$ cat src/mtr_consts.vh
`ifndef MTR_CONSTS_VH
`define MTR_CONSTS_VH

// Trap type codes.
`define MTR_TT_I_MISS        9'h064
`define MTR_TT_I_ACC_EXC     9'h008
`define MTR_TT_I_ACC_ERR     9'h00A
`define MTR_TT_D_MISS        9'h068
`define MTR_TT_D_ACC_EXC     9'h030
`define MTR_TT_D_PROT        9'h06C
`define MTR_TT_PRIV_ACTION   9'h037
`define MTR_TT_PA_WATCH      9'h061
`define MTR_TT_VA_WATCH      9'h062
`define MTR_TT_MISALIGN      9'h035
`define MTR_TT_MIS_LDDF      9'h036
`define MTR_TT_MIS_STDF      9'h038
`define MTR_TT_MIS_LDQF      9'h039
`define MTR_TT_D_ACC_ERR     9'h032
`define MTR_TT_PAGE_CROSS    9'h077

// Fault status word layout.
`define MTR_FS_FV            0
`define MTR_FS_OW            1
`define MTR_FS_W             2
`define MTR_FS_EXT           3
`define MTR_FS_FT_LO         8
`define MTR_FS_FT_HI         15
`define MTR_FS_TT_LO         16
`define MTR_FS_TT_HI         24
// Fault type codes.
`define MTR_FT_NONE          8'h00
`define MTR_FT_PRIV_PAGE     8'h01
`define MTR_FT_OTHER         8'h02
`define MTR_FT_MULTI_HIT     8'h04
`define MTR_FT_UE            8'h08
`define MTR_FT_BUS           8'h10

// Control register bits and reset value.
`define MTR_CTL_REC_EN       0
`define MTR_CTL_WATCH_OVR    1
`define MTR_CTL_RESET        32'h0000_0003

// Register byte offsets.
`define MTR_OFF_CTRL         8'h00
`define MTR_OFF_ISFS         8'h04
`define MTR_OFF_ITAG_LO      8'h08
`define MTR_OFF_ITAG_HI      8'h0C
`define MTR_OFF_DSFS         8'h10
`define MTR_OFF_DFA_LO       8'h14
`define MTR_OFF_DFA_HI       8'h18
`define MTR_OFF_DTAG_LO      8'h1C
`define MTR_OFF_DTAG_HI      8'h20
`define MTR_OFF_TAG_EXT      8'h24
`define MTR_OFF_LAST_TT      8'h28

`define MTR_CTX_W            13
`endif

$ cat src/mtr_ihalf.v
`timescale 1ns/1ns
`include "mtr_consts.vh"
module mtr_ihalf (
  // Fetch fault inputs
  input  wire       miss_i,
  input  wire       acc_exc_i,
  input  wire       priv_page_i,
  input  wire       ue_i,
  input  wire       bus_err_i,
  input  wire       multi_hit_i,
  // Decision
  output reg        hit_o,
  output reg  [8:0] tt_o,
  output reg  [7:0] ft_o,
  output reg        upd_tag_o
);
  always @* begin
    hit_o     = 1'b1;
    tt_o      = `MTR_TT_I_ACC_ERR;
    ft_o      = `MTR_FT_NONE;
    upd_tag_o = 1'b0;
    // Multiple hit leaves no entry, so entry checks are ignored then.
    if (multi_hit_i) begin
      ft_o = `MTR_FT_MULTI_HIT;
    end else if (miss_i) begin
      tt_o      = `MTR_TT_I_MISS;
      upd_tag_o = 1'b1;
    end else if (acc_exc_i || priv_page_i) begin
      tt_o      = `MTR_TT_I_ACC_EXC;
      upd_tag_o = 1'b1;
      ft_o      = priv_page_i ? `MTR_FT_PRIV_PAGE : `MTR_FT_OTHER;
    end else if (ue_i) begin
      ft_o = `MTR_FT_UE;
    end else if (bus_err_i) begin
      ft_o = `MTR_FT_BUS;
    end else begin
      hit_o = 1'b0;
    end
  end
endmodule

$ cat src/mtr_dhalf.v
`timescale 1ns/1ns
`include "mtr_consts.vh"
module mtr_dhalf #(
  parameter EXT = 0
) (
  // Data fault inputs of one half
  input  wire       priv_asi_i,
  input  wire       misalign_i,
  input  wire [1:0] mis_kind_i,
  input  wire       va_watch_i,
  input  wire       miss_i,
  input  wire       acc_exc_i,
  input  wire       priv_page_i,
  input  wire       prot_i,
  input  wire       pa_watch_i,
  input  wire       ue_i,
  input  wire       bus_to_i,
  input  wire       multi_hit_i,
  // Decision
  output reg        hit_o,
  output reg        lvl12_o,
  output reg  [8:0] tt_o,
  output reg  [7:0] ft_o,
  output reg        upd_tag_o,
  output reg        ctx_undef_o
);
  always @* begin
    hit_o       = 1'b1;
    lvl12_o     = 1'b0;
    tt_o        = `MTR_TT_D_ACC_ERR;
    ft_o        = `MTR_FT_NONE;
    upd_tag_o   = 1'b0;
    ctx_undef_o = 1'b0;
    if (priv_asi_i) begin
      tt_o = `MTR_TT_PRIV_ACTION;
    end else if (misalign_i) begin
      case (mis_kind_i)
        2'd0: tt_o = `MTR_TT_MISALIGN;
        2'd1: tt_o = `MTR_TT_MIS_LDDF;
        2'd2: tt_o = `MTR_TT_MIS_STDF;
        default: tt_o = `MTR_TT_MIS_LDQF;
      endcase
    end else if (va_watch_i) begin
      tt_o = `MTR_TT_VA_WATCH;
    end else if (multi_hit_i) begin
      lvl12_o = 1'b1;
      ft_o    = `MTR_FT_MULTI_HIT;
    end else if (miss_i) begin
      lvl12_o = 1'b1;
      // The extended half reports a page crossing and keeps the tag.
      tt_o      = EXT ? `MTR_TT_PAGE_CROSS : `MTR_TT_D_MISS;
      upd_tag_o = EXT ? 1'b0 : 1'b1;
    end else if (acc_exc_i || priv_page_i) begin
      lvl12_o     = 1'b1;
      tt_o        = `MTR_TT_D_ACC_EXC;
      upd_tag_o   = 1'b1;
      ctx_undef_o = 1'b1;
      ft_o        = priv_page_i ? `MTR_FT_PRIV_PAGE : `MTR_FT_OTHER;
    end else if (prot_i) begin
      lvl12_o   = 1'b1;
      tt_o      = `MTR_TT_D_PROT;
      upd_tag_o = 1'b1;
    end else if (pa_watch_i) begin
      tt_o = `MTR_TT_PA_WATCH;
    end else if (ue_i) begin
      lvl12_o = 1'b1;
      ft_o    = `MTR_FT_UE;
    end else if (bus_to_i) begin
      lvl12_o = 1'b1;
      ft_o    = `MTR_FT_BUS;
    end else begin
      hit_o = 1'b0;
    end
  end
endmodule

$ cat src/mtr_trap_rec.v
`timescale 1ns/1ns
`include "mtr_consts.vh"
module mtr_trap_rec (
  // Clock and reset
  input  wire        clk_i,
  input  wire        rst_i,
  // Wishbone slave
  input  wire        cyc_i,
  input  wire        stb_i,
  input  wire        we_i,
  input  wire [7:0]  adr_i,
  input  wire [3:0]  sel_i,
  input  wire [31:0] dat_i,
  output reg  [31:0] dat_o,
  output reg         ack_o,
  // Fetch side faults
  input  wire        i_commit_i,
  input  wire [63:0] i_va_i,
  input  wire [12:0] i_ctx_i,
  input  wire        i_miss_i,
  input  wire        i_acc_exc_i,
  input  wire        i_priv_page_i,
  input  wire        i_ue_i,
  input  wire        i_bus_err_i,
  input  wire        i_multi_hit_i,
  // Load-store side common
  input  wire        d_commit_i,
  input  wire        d_write_i,
  input  wire        d_vector_i,
  input  wire [12:0] d_ctx_i,
  input  wire [31:0] d_tag_ext_i,
  input  wire        d_priv_asi_i,
  input  wire        d_misalign_i,
  input  wire [1:0]  d_mis_kind_i,
  input  wire        d_mis_jump_i,
  // Basic half
  input  wire [63:0] b_va_i,
  input  wire        b_va_watch_i,
  input  wire        b_miss_i,
  input  wire        b_acc_exc_i,
  input  wire        b_priv_page_i,
  input  wire        b_prot_i,
  input  wire        b_pa_watch_i,
  input  wire        b_ue_i,
  input  wire        b_bus_to_i,
  input  wire        b_multi_hit_i,
  // Extended half
  input  wire [63:0] x_va_i,
  input  wire        x_va_watch_i,
  input  wire        x_miss_i,
  input  wire        x_acc_exc_i,
  input  wire        x_priv_page_i,
  input  wire        x_prot_i,
  input  wire        x_pa_watch_i,
  input  wire        x_ue_i,
  input  wire        x_bus_to_i,
  input  wire        x_multi_hit_i,
  // Trap to pipeline
  output reg         trap_valid_o,
  output reg  [8:0]  trap_type_o
);

  reg  [31:0] ctrl;
  reg  [31:0] instr_fault_status;
  reg  [63:0] instr_tag_access;
  reg  [31:0] data_fault_status;
  reg  [63:0] data_fault_address;
  reg  [63:0] data_tag_access;
  reg  [31:0] tlb_tag_access_extension;
  reg  [8:0]  last_tt;

  wire        i_hit;
  wire [8:0]  i_tt;
  wire [7:0]  i_ft;
  wire        i_upd_tag;
  wire        b_hit;
  wire        b_lvl12;
  wire [8:0]  b_tt;
  wire [7:0]  b_ft;
  wire        b_upd_tag;
  wire        b_ctx_undef;
  wire        x_hit;
  wire        x_lvl12;
  wire [8:0]  x_tt;
  wire [7:0]  x_ft;
  wire        x_upd_tag;
  wire        x_ctx_undef;

  // Builds one fault status word; the valid bit is always set.
  function [31:0] fs_word;
    input       ow;
    input       wr;
    input       ext;
    input [7:0] ft;
    input [8:0] tt;
    begin
      fs_word                              = 32'h0000_0000;
      fs_word[`MTR_FS_FV]                  = 1'b1;
      fs_word[`MTR_FS_OW]                  = ow;
      fs_word[`MTR_FS_W]                   = wr;
      fs_word[`MTR_FS_EXT]                 = ext;
      fs_word[`MTR_FS_FT_HI:`MTR_FS_FT_LO] = ft;
      fs_word[`MTR_FS_TT_HI:`MTR_FS_TT_LO] = tt;
    end
  endfunction

  // Byte-lane merge for software writes.
  function [31:0] lane_merge;
    input [31:0] old;
    input [31:0] nw;
    input [3:0]  sel;
    integer      k;
    begin
      lane_merge = old;
      for (k = 0; k < 4; k = k + 1) begin
        if (sel[k]) begin
          lane_merge[k*8 +: 8] = nw[k*8 +: 8];
        end
      end
    end
  endfunction

  mtr_ihalf u_ihalf (
    .miss_i      (i_miss_i),
    .acc_exc_i   (i_acc_exc_i),
    .priv_page_i (i_priv_page_i),
    .ue_i        (i_ue_i),
    .bus_err_i   (i_bus_err_i),
    .multi_hit_i (i_multi_hit_i),
    .hit_o       (i_hit),
    .tt_o        (i_tt),
    .ft_o        (i_ft),
    .upd_tag_o   (i_upd_tag)
  );

  // Instruction-wide checks belong to the basic half only.
  mtr_dhalf #(.EXT(0)) u_bhalf (
    .priv_asi_i  (d_priv_asi_i),
    .misalign_i  (d_misalign_i),
    .mis_kind_i  (d_mis_kind_i),
    .va_watch_i  (b_va_watch_i),
    .miss_i      (b_miss_i),
    .acc_exc_i   (b_acc_exc_i),
    .priv_page_i (b_priv_page_i),
    .prot_i      (b_prot_i),
    .pa_watch_i  (b_pa_watch_i),
    .ue_i        (b_ue_i),
    .bus_to_i    (b_bus_to_i),
    .multi_hit_i (b_multi_hit_i),
    .hit_o       (b_hit),
    .lvl12_o     (b_lvl12),
    .tt_o        (b_tt),
    .ft_o        (b_ft),
    .upd_tag_o   (b_upd_tag),
    .ctx_undef_o (b_ctx_undef)
  );

  mtr_dhalf #(.EXT(1)) u_xhalf (
    .priv_asi_i  (1'b0),
    .misalign_i  (1'b0),
    .mis_kind_i  (2'b00),
    .va_watch_i  (x_va_watch_i & d_vector_i),
    .miss_i      (x_miss_i & d_vector_i),
    .acc_exc_i   (x_acc_exc_i & d_vector_i),
    .priv_page_i (x_priv_page_i & d_vector_i),
    .prot_i      (x_prot_i & d_vector_i),
    .pa_watch_i  (x_pa_watch_i & d_vector_i),
    .ue_i        (x_ue_i & d_vector_i),
    .bus_to_i    (x_bus_to_i & d_vector_i),
    .multi_hit_i (x_multi_hit_i & d_vector_i),
    .hit_o       (x_hit),
    .lvl12_o     (x_lvl12),
    .tt_o        (x_tt),
    .ft_o        (x_ft),
    .upd_tag_o   (x_upd_tag),
    .ctx_undef_o (x_ctx_undef)
  );

  // Basic half first; an extended Virtual_addr_watch_trap may
  // overtake a basic level-12 fault if enabled.
  wire watch_ovr = ctrl[`MTR_CTL_WATCH_OVR] & d_vector_i & x_va_watch_i &
                   b_lvl12;
  wire use_x     = x_hit & (~b_hit | watch_ovr);
  wire d_hit     = b_hit | x_hit;
  wire [8:0] d_tt        = use_x ? x_tt : b_tt;
  wire [7:0] d_ft        = use_x ? x_ft : b_ft;
  wire       d_upd_tag   = use_x ? x_upd_tag : b_upd_tag;
  wire       d_ctx_undef = use_x ? x_ctx_undef : b_ctx_undef;
  wire [63:0] d_addr     = use_x ? x_va_i : b_va_i;
  // Jump and return misalignment reports the trap and records only last_tt.
  wire d_is_jmp_mis = ~use_x & d_misalign_i & ~d_priv_asi_i & d_mis_jump_i;

  // A fetch fault is older than any data fault committing alongside it.
  wire take_i = i_commit_i & i_hit;
  wire take_d = d_commit_i & d_hit & ~take_i;
  wire rec_en = ctrl[`MTR_CTL_REC_EN];

  // Bus access decode.
  wire        bus_req = cyc_i & stb_i & ~ack_o;
  wire        bus_wr  = cyc_i & stb_i & ack_o & we_i;
  reg  [31:0] next_rdata;

  always @* begin
    if (adr_i == `MTR_OFF_CTRL) begin
      next_rdata = ctrl;
    end else if (adr_i == `MTR_OFF_ISFS) begin
      next_rdata = instr_fault_status;
    end else if (adr_i == `MTR_OFF_ITAG_LO) begin
      next_rdata = instr_tag_access[31:0];
    end else if (adr_i == `MTR_OFF_ITAG_HI) begin
      next_rdata = instr_tag_access[63:32];
    end else if (adr_i == `MTR_OFF_DSFS) begin
      next_rdata = data_fault_status;
    end else if (adr_i == `MTR_OFF_DFA_LO) begin
      next_rdata = data_fault_address[31:0];
    end else if (adr_i == `MTR_OFF_DFA_HI) begin
      next_rdata = data_fault_address[63:32];
    end else if (adr_i == `MTR_OFF_DTAG_LO) begin
      next_rdata = data_tag_access[31:0];
    end else if (adr_i == `MTR_OFF_DTAG_HI) begin
      next_rdata = data_tag_access[63:32];
    end else if (adr_i == `MTR_OFF_TAG_EXT) begin
      next_rdata = tlb_tag_access_extension;
    end else if (adr_i == `MTR_OFF_LAST_TT) begin
      next_rdata = {23'h00_0000, last_tt};
    end else begin
      next_rdata = 32'h0000_0000;
    end
  end

  // Answer one cycle after the request; read data is captured with ack.
  always @(posedge clk_i) begin
    if (rst_i) begin
      ack_o <= 1'b0;
      dat_o <= 32'h0000_0000;
    end else begin
      ack_o <= bus_req;
      if (bus_req && !we_i) begin
        dat_o <= next_rdata;
      end
    end
  end

  // Trap output, one pulse per taken fault.
  always @(posedge clk_i) begin
    if (rst_i) begin
      trap_valid_o <= 1'b0;
      trap_type_o  <= 9'h000;
      last_tt      <= 9'h000;
    end else begin
      trap_valid_o <= take_i | take_d;
      if (take_i) begin
        trap_type_o <= i_tt;
        last_tt     <= i_tt;
      end else if (take_d) begin
        trap_type_o <= d_tt;
        last_tt     <= d_tt;
      end
    end
  end

  // Control register.
  always @(posedge clk_i) begin
    if (rst_i) begin
      ctrl <= `MTR_CTL_RESET;
    end else if (bus_wr && adr_i == `MTR_OFF_CTRL) begin
      ctrl <= lane_merge(ctrl, dat_i, sel_i) & 32'h0000_0003;
    end
  end

  // Writing one to the valid bit clears it;
  // a fault recorded in the same cycle (rec_en set) wins.
  always @(posedge clk_i) begin
    if (rst_i) begin
      instr_fault_status <= 32'h0000_0000;
      instr_tag_access   <= 64'h0000_0000_0000_0000;
    end else if (take_i && rec_en) begin
      instr_fault_status <= fs_word(instr_fault_status[`MTR_FS_FV], 1'b0, 1'b0,
                                    i_ft, i_tt);
      if (i_upd_tag) begin
        instr_tag_access <= {i_va_i[63:13], i_ctx_i};
      end
    end else if (bus_wr && adr_i == `MTR_OFF_ISFS && sel_i[0] &&
                 dat_i[`MTR_FS_FV]) begin
      instr_fault_status[`MTR_FS_FV] <= 1'b0;
    end
  end

  // Data fault state.
  always @(posedge clk_i) begin
    if (rst_i) begin
      data_fault_status        <= 32'h0000_0000;
      data_fault_address       <= 64'h0000_0000_0000_0000;
      data_tag_access          <= 64'h0000_0000_0000_0000;
      tlb_tag_access_extension <= 32'h0000_0000;
    end else if (take_d && rec_en && !d_is_jmp_mis) begin
      data_fault_status  <= fs_word(data_fault_status[`MTR_FS_FV], d_write_i, use_x,
                                    d_ft, d_tt);
      data_fault_address <= d_addr;
      if (d_upd_tag) begin
        // Context is zeroed where its value is undefined.
        data_tag_access <= {d_addr[63:13],
                            d_ctx_undef ? 13'h0000 : d_ctx_i};
        tlb_tag_access_extension <= d_tag_ext_i;
      end
    end else if (bus_wr && adr_i == `MTR_OFF_DSFS && sel_i[0] &&
                 dat_i[`MTR_FS_FV]) begin
      data_fault_status[`MTR_FS_FV] <= 1'b0;
    end
  end


endmodule

$ cat config.mk
export PLATFORM = sky130hd
export DESIGN_NAME = mtr_trap_rec
export DESIGN_NICKNAME = d
export VERILOG_FILES = /design/src/mtr_ihalf.v /design/src/mtr_dhalf.v /design/src/mtr_trap_rec.v
export VERILOG_INCLUDE_DIRS = /design/src /design/src/src
export SDC_FILE = /design/constraint.sdc
export NUM_CORES = 1
export LEC_CHECK = 0
export BUFFER_PORTS_ARGS = -buffer_cell sky130_fd_sc_hd__buf_2
export CAP_MARGIN = 20
export CORE_UTILIZATION = 45
export DETAILED_ROUTE_END_ITERATION = 10
export HOLD_SLACK_MARGIN = 0.05
export MAX_ROUTING_LAYER = met4
export PLACE_DENSITY = 0.78
export SLEW_MARGIN = 30
export SYNTH_ARGS = -nofsm -noshare
export SYNTH_HDL_FRONTEND = slang
export SYNTH_SLANG_ARGS = --single-unit
$ cat constraint.sdc
create_clock -name clk_i -period 5.95 [get_ports clk_i]
set_clock_uncertainty 0.1 [all_clocks]
set_input_delay 0.595 -clock clk_i [delete_from_list [all_inputs] [get_ports clk_i]]
set_output_delay 0.595 -clock clk_i [all_outputs]
set_load 0.005 [all_outputs]
==> impl_metrics.py, run 1 <==
metrics = {
    "run_status": {
        "status": "complete, no violations",
    },
    "cts": {
        "root_buffer": "clkbuf_16",
        "htreeDepth": 1,
        "numCtsBuffers": 30,
        "clk_latency_ns": 0.56,
        "post_cts_resized": 0,
        "clockBufferDepth": 3,
        "cts.clk_slew.worst_paths_ns": 0.06,
        "post-cts-setup-buffers": 0,
        "cts.sinks": 293,
        "hold_buffers": 0,
        "cts_tree": "done",
    },
    "worst_setup_path": {
        "worst_ep_arrival_time_ns": 3.75,
        "crit_path_start_kind": "input port",
        "max_stage_delay_ns": 0.75,
        "r2r-start": "ctrl[1]$_SDFFE_PP1P_",
        "worst_ep_required_time_ns": 6.34,
        "crit_fanout": 50,
        "cpMaxStageDelayCell": "or4b_2",
        "end_kind": "flop",
        "crit_family": "simple AND/OR/NAND/NOR gates",
        "critical_path.cell_chain": "buf_2 -> buf_4 -> or4b_2 -> nor2_1 -> a222oi_1 -> a211o_1 -> a31oi_1",
        "path_buf_inv": 2,
        "worstSetupStartpoint": "adr_i[2]",
        "crit_type": "in -> reg",
    },
    "sta": {
        "timing.final.crit_share_pct": 56.5,
        "fmax_ghz": 0.298,
        "max_slew_margin_pct": 36.3,
        "rsz0062_at_grt": "no",
        "final_max_slew_viol_count": 0,
        "fin_crit_ns": 3.36,
        "final-hold-violation-count": 0,
        "setup_viol": 0,
        "worstMarginPinSlew_ns": 0.952,
        "tns_ns": 0,
    },
    "finish": {
        "multi_input_area_um2": 8020,
        "fin_nets": 2322,
        "area_growth_pct": 18.7,
        "stdcell_area_um2": 17300,
        "seqCellArea_um2": 5870,
        "drive_above_1_share_pct": 23.9,
        "fin_util_pct": 54.6,
        "fin_cells": 2413,
        "fillers": 2900,
    },
    "synthesis": {
        "syn-cell-area_um2": 14600,
        "async_flop_share_pct": 0,
        "yosys-top-cells-count": "dfxtp_1, a21oi_1, nand2_1, nor2_1, clkbuf_1",
        "synth_most_common_cell": "dfxtp_1",
        "netlist.area_leader.share_pct": 40.2,
        "synthDistinctLibCells": 72,
        "yosys.area.top_type": "dfxtp_1",
        "yosys_register_bits": 293,
        "syn_area_per_cell_um2": 8.27,
        "syn_inst": 1763,
        "synthTopCellsByArea": "dfxtp_1, a21oi_1, nand2_1",
        "ys_seq_area_share_pct": 40.2,
        "synth_edf_count": 0,
        "synth_warnings": 0,
        "synthFlopType": "dfxtp_1",
    },
    "floorplanning": {
        "std_cell_rows": 65,
        "die_w_um": 182,
        "core_area_um2": 31700,
        "initial_core_util_pct": 46.0,
        "die_y_um": 182,
        "ios": 375,
        "dieArea_um2": 33100,
    },
    "power": {
        "cellPowerDensity_nw_per_um2": 258,
        "p_leak_nw": 6.79,
        "peakVddDrop_uv": 220,
    },
    "drt": {
        "via_count": 14800,
        "drc_errors": 0,
        "wl_per_cell_um": 21.5,
        "viasPerCell": 6.13,
        "drt_pass1_iterations": 5,
        "totalWireLength_um": 51900,
        "final_antenna_net_count": 0,
        "drt_iter0_drc": 1701,
    },
    "place": {
        "place_area_um2": 16300,
        "hpwl_um": 37100,
        "place_congestion": 0.927,
        "port_buffers": 326,
        "place_inst": 2354,
    },
    "grt": {
        "grt_pass1_vias": 13900,
        "track_usage_pct": 31.0,
        "grt_start_max_net_pins": 243,
        "grt_pass1_wl_um": 77700,
        "antenna_found_initial": 3,
        "grt.overflow.total": 0,
    },
    "min_path": {
        "hold_class": "in -> reg",
        "worstHoldStart": "d_ctx_i[6]",
    },
    "job": {
        "maxCapViolations": 0,
    },
}
## metrics by stage
stage | worst slack, ns | hold WS [ns] | power [mW]
floorplan | 3.25 | 0.329 | 2.40
global placement | 2.00 | 0.342 | 2.61
detailed placement | 2.11 | 0.344 | 2.63
CTS | 2.70 | 0.156 | 4.46
global route | 2.50 | 0.165 | 4.61
finish | 2.59 | 0.167 | 4.47
## path summary, 6_finish.rpt
check	cells past startpoint	endpoint	slack, ns
max	7	dat_o[31]$_SDFFE_PP0P_	2.59
min	2	data_tag_access[6]$_SDFFE_PP0P_	0.17
max reg2reg	7	data_fault_address[17]$_SDFFE_PP0P_	2.96
min reg2reg	2	instr_tag_access[50]$_SDFFE_PP0P_	0.35
## area by class of cell
cell class	count	area share (%)
inverters	9	0.195
repair buffers	354	11.0
diodes	4	0.0578
well taps	402	2.91
flip-flops and latches	293	33.9
clock inverters	10	0.477
clock buffers	44	5.11
multi-input cells	1297	46.3
## logic make-up after synthesis
group	Yosys count	synth area share, %
AO/OA/AOI/OAI	651	29.9
AND/OR/NAND/NOR	563	18.8
flip-flops	293	40.2
buffers and inverters	174	5.22
multiplexers	76	5.42
adder cells (fa/ha/maj)	5	0.429
other	1	0.0257
## where the power goes
part | total, mW | leakage (nW) | internal [mW] | switching, mW
Combinational | 0.514 | 3.92 | 0.194 | 0.320
Clock | 1.87 | 0.484 | 1.07 | 0.802
Sequential | 2.08 | 2.39 | 2.03 | 0.0501
## state kept, by name, indices dropped and copies added, names as in the netlist
register / count
instr_tag_access: 64
data_fault_address: 64
dat_o: 32
ack_o: 1
last_tt: 7
tlb_tag_access_extension: 32
data_fault_status: 16
instr_fault_status: 10
data_tag_access: 64
trap_valid_o: 1
ctrl: 2
## cells in the final DEF (no fill, tap or decap), types with 13 or more instances in the layout
cell type  netlist  layout
buf_2           38     325
dfxtp_1        293     293
a21oi_1        240     240
nand2_1        223     222
nor2_1         144     142
a211oi_1        77      77
mux2i_1         61      61
nand2b_1        60      60
o21ai_0         58      58
a211oi_2        39      39
nand4b_1        37      37
o21ai_1         35      35
nor3_1          34      32
clkbuf_16        0      31
o22ai_1         28      28
buf_4            4      24
a22oi_1         21      21
a311oi_1        18      18
mux2_2          14      14
a31o_1          13      13
## per-layer routing
| layer | track usage [%] | wire length, um | vias to the layer above |
|---|---|---|---|
| li1 | - | - | 6928 |
| met1 | 37.6 | 20700 | 6964 |
| met2 | 50.8 | 24500 | 759 |
| met3 | 4.93 | 4130 | 150 |
| met4 | 13.6 | 2530 | 0 |
| met5 | - | 0 | - |
Power figures use the tool's default switching activity.
==> run 2: changes to the inputs <==
- ABC_AREA: unset -> 1
- PLACE_DENSITY: 0.78 -> 0.81
- clock period: 5.95 -> 3 ns (I/O delays scaled with it)
==> run 2 against run 1 <==
  * Global-route usage down 0.58 points
  * Count of clock-buffer cells in the layout down 1
  * Register-to-register slack worse by 2.3 ns
  * Design area up 6.3%
  * Critical path depth up 7
  * Total power up 100%
  * Largest cell class unchanged
  * First-iteration DRC count down 24%
  * Synthesized cell count up 24%
  * Sequential share of layout area down 2.0 points
  * Die area down 3.4%
==> impl_metrics.py, run 2 <==
metrics = {
    "drt": {
        "via_count": 15900,
        "final_antenna_net_count": 0,
        "drt_iter0_drc": 1288,
        "wl_per_cell_um": 16.3,
        "viasPerCell": 5.27,
        "drc_errors": 0,
        "totalWireLength_um": 49000,
        "drt_pass1_iterations": 6,
    },
    "finish": {
        "final_cell_mix": "nand2_1, buf_2, nor2_1",
        "stdcell_area_um2": 18400,
        "fin_nets": 2922,
        "final_common_cell": "nand2_1",
        "drive_above_1_share_pct": 17.2,
        "reg_top3": "data_fault_address: 64 flops, data_tag_access: 64 flops, instr_tag_access: 64 flops",
        "fin_util_pct": 60.0,
        "area_growth_pct": 30.7,
    },
    "floorplanning": {
        "initial_core_util_pct": 45.9,
        "die_w_um": 179,
        "ios": 375,
        "dieArea_um2": 32000,
        "core_area_um2": 30700,
        "die_y_um": 179,
        "std_cell_rows": 64,
    },
    "sta": {
        "final-hold-violation-count": 0,
        "rsz0062_at_grt": "no",
        "tns_ns": 0,
        "timing.final.crit_share_pct": 91.8,
        "max_slew_margin_pct": 43.5,
        "fin_crit_ns": 2.76,
        "worstMarginPinSlew_ns": 0.847,
        "final_max_slew_viol_count": 0,
        "fmax_ghz": 0.363,
        "holdWs_ns": 0.0561,
        "setup_viol": 0,
    },
    "worst_setup_path": {
        "crit_fanout": 16,
        "crit_type": "in -> reg",
        "worst_ep_required_time_ns": 3.32,
        "worst_ep_arrival_time_ns": 3.07,
        "rrSetupSlack_ns": 0.68,
        "r2r-end": "data_tag_access[45]$_SDFFE_PP0P_",
        "crit_path_start_kind": "input port",
        "end_kind": "flop",
        "r2r-start": "ctrl[1]$_SDFFE_PP1P_",
        "r2r_cells": 9,
    },
    "grt": {
        "antenna_found_initial": 5,
        "grt.overflow.total": 0,
        "track_usage_pct": 30.4,
        "grt_pass1_vias": 14900,
        "grt_pass1_wl_um": 74100,
        "grt_start_max_net_pins": 96,
    },
    "synthesis": {
        "synthFlopType": "dfxtp_1",
        "yosys-top-cells-count": "nand2_1, nor2_1, dfxtp_1, a21oi_1, inv_1",
        "ys_seq_area_share_pct": 41.7,
        "synthDistinctLibCells": 41,
        "synth_most_common_cell": "nand2_1",
        "synthTopCellsByArea": "dfxtp_1, nand2_1, nor2_1",
        "synth_warnings": 0,
        "netlist.area_leader.share_pct": 41.7,
        "yosys_register_bits": 293,
        "yosys.area.top_type": "dfxtp_1",
        "async_flop_share_pct": 0,
        "synth_edf_count": 0,
        "syn_area_per_cell_um2": 6.44,
        "syn-cell-area_um2": 14100,
        "syn_inst": 2187,
    },
    "cts": {
        "clockBufferDepth": 3,
        "cts_tree": "done",
        "numCtsBuffers": 30,
        "cts.sinks": 293,
        "post-cts-setup-buffers": 0,
        "cts.clk_slew.worst_paths_ns": 0.06,
        "root_buffer": "clkbuf_16",
        "htreeDepth": 1,
        "clk_latency_ns": 0.55,
    },
    "place": {
        "port_buffers": 326,
        "hpwl_um": 33100,
        "place_congestion": 0.960,
        "place_area_um2": 16000,
    },
    "power": {
        "cellPowerDensity_nw_per_um2": 494,
        "p_leak_nw": 8.49,
        "peakVddDrop_uv": 447,
        "p_total_mw": 9.08,
    },
    "min_path": {
        "hold_class": "in -> reg",
        "whs_endpoint": "data_fault_address[2]$_SDFFE_PP0P_",
        "worstHoldStart": "x_va_i[2]",
        "whs_path_depth": 5,
    },
    "job": {
        "maxCapViolations": 0,
    },
    "run_status": {
        "status": "complete, no violations",
    },
}
## run 2: worst max-delay path, cell delays in order
cell and delay, ns:
dlygate4sd3_1 0.55, buf_2 0.16, nor2_4 0.15, nand3_2 0.13, nor2_1 0.17, o21ai_2 0.10, nand2_4 0.12, clkinvlp_4 0.27
buf_4 0.25, nand2_1 0.05, nand2_1 0.05, dlygate4sd3_1 0.55, o21ai_0 0.15, a21oi_1 0.06
## run 2: where the power goes
part,switching [mW],internal (mW),leakage (nW)
logic,0.591,0.451,5.60
registers,0.0764,4.05,2.39
clock network,1.58,2.33,0.503
## run 2: final cells by class
class                      count  area, um^2
inverter                     230         870
clock buffer                  43         901
fill                        2749       12300
timing repair buffer         497        3340
clock inverter                10         133
antenna                        8        20.0
multi-input combinational   1533        6780
sequential                   293        5870
tap                          396         495
## run 2: logic make-up (layout without fill, tap and decap cells)
family	after synthesis	after routing	share of synthesized area (%)
other cells	1	10	0.0266
fa+ha+maj	5	5	0.444
compound gates	482	482	17.6
flops	293	293	41.7
simple gates	1044	1044	29.7
buf+inv	362	780	10.5
## run 2: metal layers
layer	wire (um)	GRT usage, %	share of wire, %
met5	0	-	0
met4	2920	17.9	6.0
met3	3470	4.45	7.1
met2	23200	50.1	47
met1	19400	35.1	40
## run 2: timing repair
item                                    in CTS  in global routing
gates resized for setup                      0                  1
hold buffers                               137                  0
endpoints found under the setup margin       0                  3
hold endpoints to repair                   129                  0
## run 2: worst max-delay path by stage
stage                   from                                  end  slack (ns)  depth (start not counted)
2_1_floorplan     d_vector_i     data_tag_access[60]$_SDFFE_PP0P_        1.08                         13
4_1_cts        b_priv_page_i   data_fault_address[5]$_SDFFE_PP0P_        0.18                         15
3_3_place_gp      d_vector_i  data_fault_address[53]$_SDFFE_PP0P_        0.42                         11
5_1_grt        b_priv_page_i   data_fault_address[6]$_SDFFE_PP0P_        0.06                         15
3_5_place_dp      d_vector_i  data_fault_address[13]$_SDFFE_PP0P_        0.39                         11
6_report       b_priv_page_i   data_fault_address[5]$_SDFFE_PP0P_        0.24                         14
## run 2: through the flow
stage,setup slack [ns],cells
CTS,0.180,3002
global route,0.0579,3007
global placement,0.417,2812
floorplan,1.08,2188
finish,0.245,3010
detailed placement,0.391,2812
